## src/core/park_ctrl_pkg.sv

```systemverilog
// Purpose: shared constants and carriers for the reset and mirror-park control block
// Assumes: a single 20 MHz controller clock
// Notes: times are kept in their own unit and turned into cycle counts here
`default_nettype none
package park_ctrl_pkg;

  // ----------------------------------------------------------------
  // clock and time
  // ----------------------------------------------------------------
  localparam int CLOCK_HZ = 20_000_000;
  localparam int FAST_PARK_LIMIT_US = 40;
  // longest time, so rounded down
  localparam int FAST_PARK_LIMIT_CYCLES = (FAST_PARK_LIMIT_US * CLOCK_HZ) / 1_000_000;
  // our fast park uses half the limit, leaving room for input filtering
  localparam int FAST_PARK_RUN_CYCLES = FAST_PARK_LIMIT_CYCLES / 2;
  localparam int NORMAL_PARK_MS = 20;
  localparam int NORMAL_PARK_CYCLES = (NORMAL_PARK_MS * CLOCK_HZ) / 1_000;
  localparam int CONFIG_CYCLES = 256;
  localparam int CNT_W = 20;

  // ----------------------------------------------------------------
  // reset values
  // ----------------------------------------------------------------
  localparam logic [2:0] SYNC_RESET = 3'h0;
  localparam logic [CNT_W-1:0] CNT_RESET = 20'h00000;

  // ----------------------------------------------------------------
  // states, one-hot
  // ----------------------------------------------------------------
  typedef enum logic [5:0] {
    ST_RESET       = 6'h01,
    ST_CONFIG      = 6'h02,
    ST_RUN         = 6'h04,
    ST_NORMAL_PARK = 6'h08,
    ST_FAST_PARK   = 6'h10,
    ST_PARKED      = 6'h20
  } park_state_t;

  // ----------------------------------------------------------------
  // pins released to high impedance during reset
  // ----------------------------------------------------------------
  typedef struct packed {
    logic flash_serial_clock;
    logic flash_serial_dout;
    logic flash_select_a_low;
    logic flash_select_b_low;
    logic power_chip_serial_clock;
    logic power_chip_select_low;
    logic power_chip_serial_din;
    logic power_chip_serial_dout;
    logic trigger_output_a;
    logic trigger_output_b;
    logic [14:0] general_pins_upper;
  } float_pins_t;

  // pins forced low during reset while their I/O power is present
  typedef struct packed {
    logic light_select_a;
    logic light_select_b;
    logic mirror_enable_reset_low;
  } forced_pins_t;

endpackage
`default_nettype wire

```

## src/core/reset_and_mirror_park_control.sv

```systemverilog
// Purpose: power-on reset handling, self-configuration start and mirror park sequencing
// Assumes: power-on reset and park inputs arrive asynchronously from outside parties
// Notes: the pin-level gating by power-on reset is combinational so pins float at once
`default_nettype none
module reset_and_mirror_park_control
  import park_ctrl_pkg::*;
#(
  parameter int NORMAL_PARK_LEN = NORMAL_PARK_CYCLES
)(
  // clock and reset
  input wire logic I_CLOCK,
  input wire logic I_ARST_N,
  // control pins from the power chip and host
  input wire logic I_POWER_ON_RESET_LOW,
  input wire logic I_FAST_PARK_REQUEST_LOW,
  input wire logic I_NORMAL_PARK_REQUEST_LOW,
  input wire logic I_IO_SUPPLY_OK,
  // values from the datapath logic for the floating and forced groups
  input wire float_pins_t I_FLOAT_DATA,
  input wire float_pins_t I_FLOAT_OE,
  input wire forced_pins_t I_FORCED_DATA,
  // floating group pins
  output logic [$bits(float_pins_t)-1:0] O_FLOAT_DATA,
  output logic [$bits(float_pins_t)-1:0] O_FLOAT_OE,
  // forced-low group pins
  output logic [$bits(forced_pins_t)-1:0] O_FORCED_DATA,
  output logic [$bits(forced_pins_t)-1:0] O_FORCED_OE,
  // host interrupt pin
  output logic O_HOST_IRQ,
  output logic O_HOST_IRQ_OE,
  // status
  output logic O_CONFIG_BUSY,
  output logic O_RUNNING,
  output logic O_PARK_BUSY,
  output logic O_PARKED
);

  // ----------------------------------------------------------------
  // input filtering
  // ----------------------------------------------------------------
  logic [2:0] por_sync_q;
  logic [2:0] fast_sync_q;
  logic [2:0] norm_sync_q;
  logic por_q;
  logic fast_q;
  logic norm_q;
  logic por_d;
  logic fast_d;
  logic norm_d;

  // a level counts only once the second and third stages agree
  assign por_d = (por_sync_q[1] == por_sync_q[2]) ? por_sync_q[2] : por_q;
  assign fast_d = (fast_sync_q[1] == fast_sync_q[2]) ? fast_sync_q[2] : fast_q;
  assign norm_d = (norm_sync_q[1] == norm_sync_q[2]) ? norm_sync_q[2] : norm_q;

  // three-stage synchronisers, all inputs start at the asserted (low) level
  always_ff @(posedge I_CLOCK or negedge I_ARST_N)
  begin
    if (!I_ARST_N)
    begin
      por_sync_q <= SYNC_RESET;
      fast_sync_q <= SYNC_RESET;
      norm_sync_q <= SYNC_RESET;
    end
    else
    begin
      por_sync_q <= {por_sync_q[1:0], I_POWER_ON_RESET_LOW};
      fast_sync_q <= {fast_sync_q[1:0], I_FAST_PARK_REQUEST_LOW};
      norm_sync_q <= {norm_sync_q[1:0], I_NORMAL_PARK_REQUEST_LOW};
    end
  end

  // filtered levels
  always_ff @(posedge I_CLOCK or negedge I_ARST_N)
  begin
    if (!I_ARST_N)
    begin
      por_q <= 1'b0;
      fast_q <= 1'b0;
      norm_q <= 1'b0;
    end
    else
    begin
      por_q <= por_d;
      fast_q <= fast_d;
      norm_q <= norm_d;
    end
  end

  // ----------------------------------------------------------------
  // sequencer
  // ----------------------------------------------------------------
  localparam logic [CNT_W-1:0] CONFIG_LAST = CNT_W'(CONFIG_CYCLES - 1);
  localparam logic [CNT_W-1:0] FAST_LAST = CNT_W'(FAST_PARK_RUN_CYCLES - 1);
  localparam logic [CNT_W-1:0] NORMAL_LAST = CNT_W'(NORMAL_PARK_LEN - 1);

  park_state_t state_q;
  park_state_t state_d;
  logic [CNT_W-1:0] cnt_q;
  logic [CNT_W-1:0] cnt_d;
  logic por_rise;
  logic config_done;
  logic fast_done;
  logic normal_done;
  logic run_ok;

  assign por_rise = por_d & ~por_q;
  assign config_done = (cnt_q == CONFIG_LAST);
  assign fast_done = (cnt_q == FAST_LAST);
  assign normal_done = (cnt_q == NORMAL_LAST);
  // normal operation needs fast park released and no park request
  assign run_ok = fast_q & norm_q;

  // next state; loss of power-on reset overrides every other state
  always_comb
  begin
    state_d = state_q;
    cnt_d = cnt_q + CNT_W'(1);
    case (state_q)
      ST_RESET:
      begin
        cnt_d = CNT_RESET;
        if (por_rise)
          state_d = ST_CONFIG;
      end
      ST_CONFIG:
      begin
        if (!fast_q)
        begin
          state_d = ST_FAST_PARK;
          cnt_d = CNT_RESET;
        end
        else if (config_done)
        begin
          state_d = ST_PARKED;
          cnt_d = CNT_RESET;
        end
      end
      ST_RUN:
      begin
        cnt_d = CNT_RESET;
        if (!fast_q)
          state_d = ST_FAST_PARK;
        else if (!norm_q)
          state_d = ST_NORMAL_PARK;
      end
      ST_NORMAL_PARK:
      begin
        if (!fast_q)
        begin
          // abandon the slow park, fast park starts from zero
          state_d = ST_FAST_PARK;
          cnt_d = CNT_RESET;
        end
        else if (normal_done)
        begin
          state_d = ST_PARKED;
          cnt_d = CNT_RESET;
        end
      end
      ST_FAST_PARK:
      begin
        if (fast_done)
        begin
          state_d = ST_PARKED;
          cnt_d = CNT_RESET;
        end
      end
      ST_PARKED:
      begin
        cnt_d = CNT_RESET;
        if (run_ok)
          state_d = ST_RUN;
      end
      default:
      begin
        state_d = ST_RESET;
        cnt_d = CNT_RESET;
      end
    endcase
    // uses the next filtered level so the rising edge itself is not overridden
    if (!por_d)
    begin
      state_d = ST_RESET;
      cnt_d = CNT_RESET;
    end
  end

  // state and counter
  always_ff @(posedge I_CLOCK or negedge I_ARST_N)
  begin
    if (!I_ARST_N)
    begin
      state_q <= ST_RESET;
      cnt_q <= CNT_RESET;
    end
    else
    begin
      state_q <= state_d;
      cnt_q <= cnt_d;
    end
  end

  // ----------------------------------------------------------------
  // pin drive
  // ----------------------------------------------------------------
  float_pins_t float_data_q;
  forced_pins_t forced_data_q;
  logic irq_q;
  logic in_reset;
  logic active_ok;
  logic running;

  assign running = (state_q == ST_RUN);
  // the raw pin gates outputs so they let go without filter delay
  assign in_reset = (state_q == ST_RESET) | ~I_POWER_ON_RESET_LOW;
  assign active_ok = ~in_reset;

  // registered pin values; mirrors and light only enabled while running
  always_ff @(posedge I_CLOCK or negedge I_ARST_N)
  begin
    if (!I_ARST_N)
    begin
      float_data_q <= '0;
      forced_data_q <= '0;
      irq_q <= 1'b0;
    end
    else
    begin
      float_data_q <= I_FLOAT_DATA;
      forced_data_q <= running ? I_FORCED_DATA : '0;
      // low while configuring, high once done
      irq_q <= (state_q != ST_CONFIG) & (state_q != ST_RESET);
    end
  end

  // floating group released during reset
  assign O_FLOAT_DATA = active_ok ? float_data_q : '0;
  assign O_FLOAT_OE = active_ok ? I_FLOAT_OE : '0;
  // forced group drives low in reset while its I/O power is present
  assign O_FORCED_DATA = active_ok ? forced_data_q : '0;
  assign O_FORCED_OE = {$bits(forced_pins_t){active_ok | I_IO_SUPPLY_OK}};
  // interrupt floats during reset, an external pullup defines it
  assign O_HOST_IRQ = active_ok & irq_q;
  assign O_HOST_IRQ_OE = active_ok;

  // status outputs
  assign O_CONFIG_BUSY = (state_q == ST_CONFIG);
  assign O_RUNNING = running & I_POWER_ON_RESET_LOW;
  assign O_PARK_BUSY = (state_q == ST_NORMAL_PARK) | (state_q == ST_FAST_PARK);
  assign O_PARKED = (state_q == ST_PARKED);

endmodule
`default_nettype wire

```

## config.mk

```make
export PLATFORM = sky130hd
export DESIGN_NAME = reset_and_mirror_park_control
export DESIGN_NICKNAME = d
export VERILOG_FILES = /design/src/core/park_ctrl_pkg.sv /design/src/core/reset_and_mirror_park_control.sv
export SDC_FILE = /design/constraint.sdc
export NUM_CORES = 1
export LEC_CHECK = 0
export BUFFER_PORTS_ARGS = -buffer_cell sky130_fd_sc_hd__buf_4
export CORE_ASPECT_RATIO = 1.5
export CORE_MARGIN = 3
export CORE_UTILIZATION = 43
export DETAILED_ROUTE_END_ITERATION = 12
export GPL_ROUTABILITY_DRIVEN = 0
export GPL_TIMING_DRIVEN = 0
export PLACE_DENSITY = 0.8
export SYNTH_ARGS = -nofsm -noshare
export SYNTH_HDL_FRONTEND = slang
export SYNTH_SLANG_ARGS = --single-unit
```

## constraint.sdc

```tcl
create_clock -name I_CLOCK -period 2.1 [get_ports I_CLOCK]
set_clock_uncertainty 0.2 [all_clocks]
set_input_delay 0.315 -clock I_CLOCK [delete_from_list [all_inputs] [get_ports I_CLOCK]]
set_output_delay 0.315 -clock I_CLOCK [all_outputs]
set_load 0.005 [all_outputs]
```

==> out/metrics.cfg, run 1 <==
[run_status]
status = finished with violations
violations = setup timing

[worst_setup_path]
rrSetupSlack_ps = -320
setup.worst_path.end_class = output port
cp_common_cell = buf_6
cp_max_fo = 5
critical_path_class = flop to output port
critPathSlowestCell = dfrtp_2
crit_arrival_ps = 2130
critical_path.endpoint = O_FORCED_OE[2]
startpoint_type = flop
required_ps = 1580
path_cells = nor4_4, nand3b_1, clkbuf_8, and2_4, or2_4, buf_6, buf_6
r2r_start = cnt_q[9]
startpoint = state_q[4]
critPathMaxStageDelay_ps = 460
reg2reg_depth = 7
r2r-end = state_q[5]

[clock_tree]
numCtsBuffers = 9
clockRootBuffer = clkbuf_8
clk_pin_slew_worst_paths_ps = 70
clockBufferDepth = 2
cts_sinks = 67
clk-insertion-delay-late_ps = 340
cts_tree = yes
cts_max_level = 3

[placed_design]
hpwlAfterDp_um = 5690
portBuffers = 120

[die]
core_area_um2 = 6580
die_h_um = 107
core.rowCount = 36
start_util = 0.449
die_x_um = 73.6
die_area_um2 = 7910
num_io_pins = 121

[timing]
slew_violations = 0
worstMarginPinSlew_ps = 832
fmax_mhz = 378
hold_viol = 0
fin_tns_setup_ps = -31220
worst_slack_ps = -546
rsz0062_at_grt = yes
min_period_ps = 2650
setup-violations-final = 79
relSlewSlack = 0.445
min_period_over_period = 1.26

[yosys]
async_flop_share = 1.00
synth_top_area_share = 0.560
synthTopCellsByArea = dfrtp_1 (56%), and3_1 (12%), xor2_1 (3.6%), nor2_1 (3.4%), xnor2_1 (2.4%)
synthesis.nets = 334
synth.distinct_cells = 43
synth_cells = 274
synth-seq-cells = 67
synth-edff-count = 0
netlist_area_um2 = 2950
yosys.area.top_type = dfrtp_1
synth-main-ff-cell = dfrtp_1
ys_seq_area_frac = 0.568
yosysWarnings = 0
syn_area_per_cell_um2 = 10.8

[run]
maxCapViolCount = 0

[global_route]
grt_max_degree = 68
grt_pass1_wl_um = 15000
grt_usage = 0.255
first_global_vias = 3042
grt_antenna_before_repair = 0
grt-ovfl-total = 0

[drt]
ant_nets = 0
dr.first_iter.drc_count = 167
vias_per_cell = 5.44
vias = 2928
first_pass_iters = 4
wl_um = 10200
wl_per_cell_um = 18.9
post-route-drc-count = 0

[pwr]
p_leak_nw = 2.46
peakVddDrop_mv = 0.542
powerDensity_nw_per_um2 = 883
power_w = 0.00452

[hold_path]
holdCritPathClass = flop to flop

[finish]
drive_gt1_frac = 0.506
utilization = 0.778
areaGrowthSynthToFinish_pct = 73.4
n_antenna_cell = 0
fin_nets = 518

==> power breakdown <==
group	internal (W)	switching, W	leakage, nW	total (W)
registers	0.00137	0.0000863	0.836	0.00145
logic	0.00105	0.000720	1.51	0.00176
clock network	0.000818	0.000483	0.120	0.00130
==> state kept, by name (all words and copies together), names as in the netlist <==
name / cells
forced_data_q: 3
fast_sync_q: 3
irq_q: 1
float_data_q: 25
state_q: 6
norm_q: 1
norm_sync_q: 3
cnt_q: 20
fast_q: 1
por_q: 1
por_sync_q: 3
==> worst min path at each step <==
stage / depth (start not counted) / to / slack [ps] / startpoint
floorplan: 0 / cnt_q[0] / -180 / I_ARST_N
global placement: 0 / por_sync_q[1] / 140 / por_sync_q[0]
detailed placement: 0 / por_sync_q[1] / 140 / por_sync_q[0]
CTS: 0 / norm_sync_q[1] / 150 / norm_sync_q[0]
global route: 0 / norm_sync_q[1] / 160 / norm_sync_q[0]
finish: 0 / norm_sync_q[1] / 150 / norm_sync_q[0]
==> final cells by class <==
cell class                 count  area (um^2)
sequential                    67         1680
multi-input combinational    185         1460
buffer                        17          138
clock inverter                 4         98.8
fill                         358         1460
inverter                       2         7.51
tap                           76         95.1
clock buffer                  11          141
timing repair buffer         176         1490
==> timing repair <==
action	4_1_cts	5_1_grt
gates cloned	4	2
hold buffers	32	0
resized for setup	65	49
setup endpoints to repair	86	87
hold endpoints to repair	97	0
pin swaps	24	11
buffers inserted	11	9
==> metal layers <==
layer / routed length, um / vias up / GRT usage
met5: 0 / - / 0
met4: 426 / 0 / 0.141
met3: 729 / 39 / 0.0598
met2: 5840 / 133 / 0.480
met1: 3160 / 1436 / 0.240
li1: - / 1320 / -
==> layout by cell type, fill, tap and decap left out, types with 2 or more instances in the layout <==
master / instances
inv_1: 2
nand2_1: 12
dfrtp_1: 61
and3_4: 22
buf_8: 2
a21oi_1: 2
nor2_1: 13
and4_1: 2
and3_1: 33
a21oi_2: 2
buf_6: 25
dfrtp_2: 5
maj3_1: 3
nor3_2: 2
dlygate4sd3_1: 32
nor2b_1: 4
nor4_4: 4
a31oi_2: 2
or2_2: 2
nand3_1: 9
nand3b_1: 2
and2_1: 7
buf_2: 2
nand4_1: 4
clkbuf_8: 14
bufinv_16: 3
xor2_1: 12
clkbuf_1: 8
xnor2_1: 8
buf_4: 121
nor2_2: 11
nor2_4: 3
==> Yosys cell counts (all sizes together) (3+ instances only) <==
cell type / n
dfrtp: 66
clkbuf: 16
nand4: 4
buf: 4
nor2b: 4
or2: 3
nand2: 13
nor4: 5
nor2: 27
nor3: 3
xor2: 12
a21oi: 4
maj3: 3
and3: 55
nand3: 10
xnor2: 8
and2: 8
==> per-stage QoR <==
step                      std cells  instance area (um^2)  hold WS [ps]  setup WS [ps]
after floorplan                 274                  2970          -181          -22.3
after global placement          470                  3970           135           -291
after detailed placement        470                  3970           137           -291
after CTS                       531                  4910           154           -499
after global routing            538                  5120           157           -654
final                           538                  5120           151           -546
==> critical path, delay by kind of cell (launching register included) <==
| kind | cells | cell delay [ps] |
|---|---|---|
| buf+inv | 3 | 410 |
| simple gates | 4 | 920 |
| flops | 1 | 460 |
==> cell families (layout without fill, tap and decap cells) <==
group                    Yosys count  count (layout)  share of synthesized area
AND/OR/NAND/NOR                  144             144                      0.283
flip-flops                        67              67                      0.568
buffers and inverters             22             210                     0.0322
XOR/XNOR                          20              20                     0.0593
AO/OA/AOI/OAI                     17              17                     0.0428
adder cells (fa/ha/maj)            4               4                     0.0144
Note: power is estimated with default switching activity, not from simulation.
==> inputs of run 2 (changes only) <==
--- a/config.mk
+++ b/config.mk
@@ -6,13 +6,15 @@
 export NUM_CORES = 1
 export LEC_CHECK = 0
 export BUFFER_PORTS_ARGS = -buffer_cell sky130_fd_sc_hd__buf_4
+export CELL_PAD_IN_SITES_DETAIL_PLACEMENT = 2
+export CELL_PAD_IN_SITES_GLOBAL_PLACEMENT = 2
 export CORE_ASPECT_RATIO = 1.5
 export CORE_MARGIN = 3
-export CORE_UTILIZATION = 43
+export CORE_UTILIZATION = 26
 export DETAILED_ROUTE_END_ITERATION = 12
 export GPL_ROUTABILITY_DRIVEN = 0
 export GPL_TIMING_DRIVEN = 0
-export PLACE_DENSITY = 0.8
+export PLACE_DENSITY = 0.81
 export SYNTH_ARGS = -nofsm -noshare
 export SYNTH_HDL_FRONTEND = slang
 export SYNTH_SLANG_ARGS = --single-unit
==> run 2 against run 1 <==
The run still ends with setup timing left. Global-route usage shrank 1.5 points. Maximum frequency increased by 0.24%. Clock-buffer cell count down 2. Die area increased by 60%. Critical endpoint is now O_FORCED_OE[1]. Non-clock buffer count increased by 12. Hold slack improved by 24 ps. Highest routed layer unchanged. Sequential power about the same.
==> out/metrics.cfg, run 2 (synthesis gave the netlist of run 1 again) <==
[finish]
largest_registers = float_data_q (25), cnt_q (20), state_q (6)
final_common_cell = buf_4
final_area_um2 = 5730  ; +12%
areaGrowthSynthToFinish_pct = 94.0
n_antenna_cell = 0  ; unchanged
drive_gt1_frac = 0.592  ; +0.0851
largest_reg_flops = 25  ; unchanged
fin_nets = 530  ; +2.3%
regMostFlops = float_data_q
final_cells = 622  ; +16%
layout_common_cells = buf_4 (100), dfrtp_1 (60), buf_6 (55), and3_4 (51), dlygate4sd3_1 (32)

[timing]
hold_viol = 0  ; unchanged
min_period_over_period = 1.26  ; -0.00300
worstMarginPinSlew_ps = 892  ; +59.3 ps
relSlewSlack = 0.406  ; -0.0396
fin_tns_setup_ps = -36980  ; -5760 ps
setup-violations-final = 84  ; +6.3%
worst_slack_ps = -539  ; +6.29 ps
slew_violations = 0  ; unchanged
min_period_ps = 2640  ; -6.29 ps
fmax_mhz = 379  ; +0.24%
rsz0062_at_grt = yes

[placed_design]
portBuffers = 120  ; unchanged
place_ws_ps = -377  ; -86.2 ps
place_area_um2 = 4060  ; +2.2%
hpwlAfterDp_um = 7500  ; +32%
dp.cells = 541  ; +15%

[drt]
dr.first_iter.drc_count = 113  ; -32%
post-route-drc-count = 0  ; unchanged
wl_per_cell_um = 29.1  ; +54%
vias_per_cell = 5.02  ; -7.7%
vias = 3124  ; +6.7%
wl_um = 18100  ; +78%
ant_nets = 0  ; unchanged
first_pass_iters = 4  ; unchanged

[worst_setup_path]
critPathMaxStageDelay_ps = 450  ; about the same
critical_path_class = flop to output port
cp_max_fo = 5  ; unchanged
cp_common_cell = buf_6
path_cells = nor4_4, nand3b_1, clkbuf_8, and2_4, or2_4, buf_6, buf_6
startpoint_type = flop
setup.worst_path.end_class = output port
crit_arrival_ps = 2120  ; about the same
required_ps = 1580  ; about the same
critPathSlowestCell = dfrtp_2

[global_route]
grt_pass1_wl_um = 22200  ; +47%
grt_antenna_before_repair = 0  ; unchanged
grt_usage = 0.240  ; -0.0149
grt_max_degree = 68  ; unchanged
first_global_vias = 3447  ; +13%
grt-ovfl-total = 0  ; unchanged

[run]
maxCapViolCount = 0  ; unchanged

[clock_tree]
numCtsBuffers = 9  ; unchanged
clockBufferDepth = 2  ; unchanged
cts_tree = yes
cts_max_level = 3  ; unchanged
cts_sinks = 67  ; unchanged
clk-insertion-delay-late_ps = 350  ; about the same
clk_pin_slew_worst_paths_ps = 60  ; about the same
clockRootBuffer = clkbuf_16

[run_status]
status = finished with violations
violations = setup timing

[hold_path]
holdCritPathClass = flop to flop

[pwr]
p_leak_nw = 2.56  ; +3.7%
power_w = 0.00581  ; +28%
peakVddDrop_mv = 0.581  ; +7.3%
powerDensity_nw_per_um2 = 1010  ; +15%

[die]
die_area_um2 = 12700  ; +60%
core_area_um2 = 11100  ; +68%
num_io_pins = 121  ; unchanged
die_x_um = 93.0  ; +26%
core.rowCount = 47  ; +31%
die_h_um = 136  ; +27%
start_util = 0.267  ; -0.182

## run 2: cell types whose count changed in the layout (fill, tap and decap cells not counted), sizes merged
cell	previous run	this run
buf	150	165
clkinv	1	2
inv	2	5
bufinv	3	1
clkbuf	22	17
clkinvlp	0	1
## run 2: cell type report
class | count | area, um^2
buffer | 16 | 145
clock buffer | 9 | 225
clock inverter | 7 | 73.8
fill | 1104 | 5330
inverter | 2 | 7.51
multi-input combinational | 185 | 1670
sequential | 67 | 1690
tap | 147 | 184
timing repair buffer | 189 | 1740
## run 2: where the power goes
part | total (W) | internal [W] | switching [W]
Sequential | 0.00146 | 0.00137 | 0.0000953
Clock | 0.00158 | 0.000929 | 0.000656
Combinational | 0.00276 | 0.00162 | 0.00114
Total | 0.00581 | 0.00392 | 0.00189
## run 2: repair_timing
action | CTS | global route
hold endpoints to repair | 97 | 0
pin swaps | 12 | 28
setup endpoints to repair | 87 | 87
cloned | 5 | 3
hold buffers | 32 | 0
gates resized for setup | 73 | 127
setup buffers | 13 | 18
## run 2: critical path, delay by kind of cell (launching register included)
family	cells	cell delay (ps)
and+or+nand+nor	4	910
DFF	1	450
buffers and inverters	3	430
## run 2: layer usage
layer | up-vias | global-route usage | part of all wire
met3 | 57 | 0.0484 | 0.058
met2 | 134 | 0.467 | 0.55
met5 | - | 0 | 0
met1 | 1587 | 0.237 | 0.35
met4 | 0 | 0.117 | 0.050
li1 | 1346 | - | -
## run 2: path summary, 6_finish.rpt
kind | start | to | slack, ps | cells after the start
worst max-delay path | state_q[3] | O_FORCED_OE[1] | -540 | 7
worst min register to register | norm_sync_q[0] | norm_sync_q[1] | 180 | 0
max in group asynchronous | I_ARST_N | state_q[1] | 640 | 2
worst max register to register | cnt_q[15] | cnt_q[19] | -510 | 7
min in group asynchronous | I_ARST_N | forced_data_q[0] | 430 | 2
worst min-delay path | norm_sync_q[0] | norm_sync_q[1] | 180 | 0
## run 2: stage by stage
stage | hold WS (ps) | util
3_3_place_gp | 135 | 0.367
6_report | 175 | 0.518
2_1_floorplan | -181 | -
4_1_cts | 156 | 0.463
5_1_grt | 183 | 0.518
3_5_place_dp | 143 | 0.367
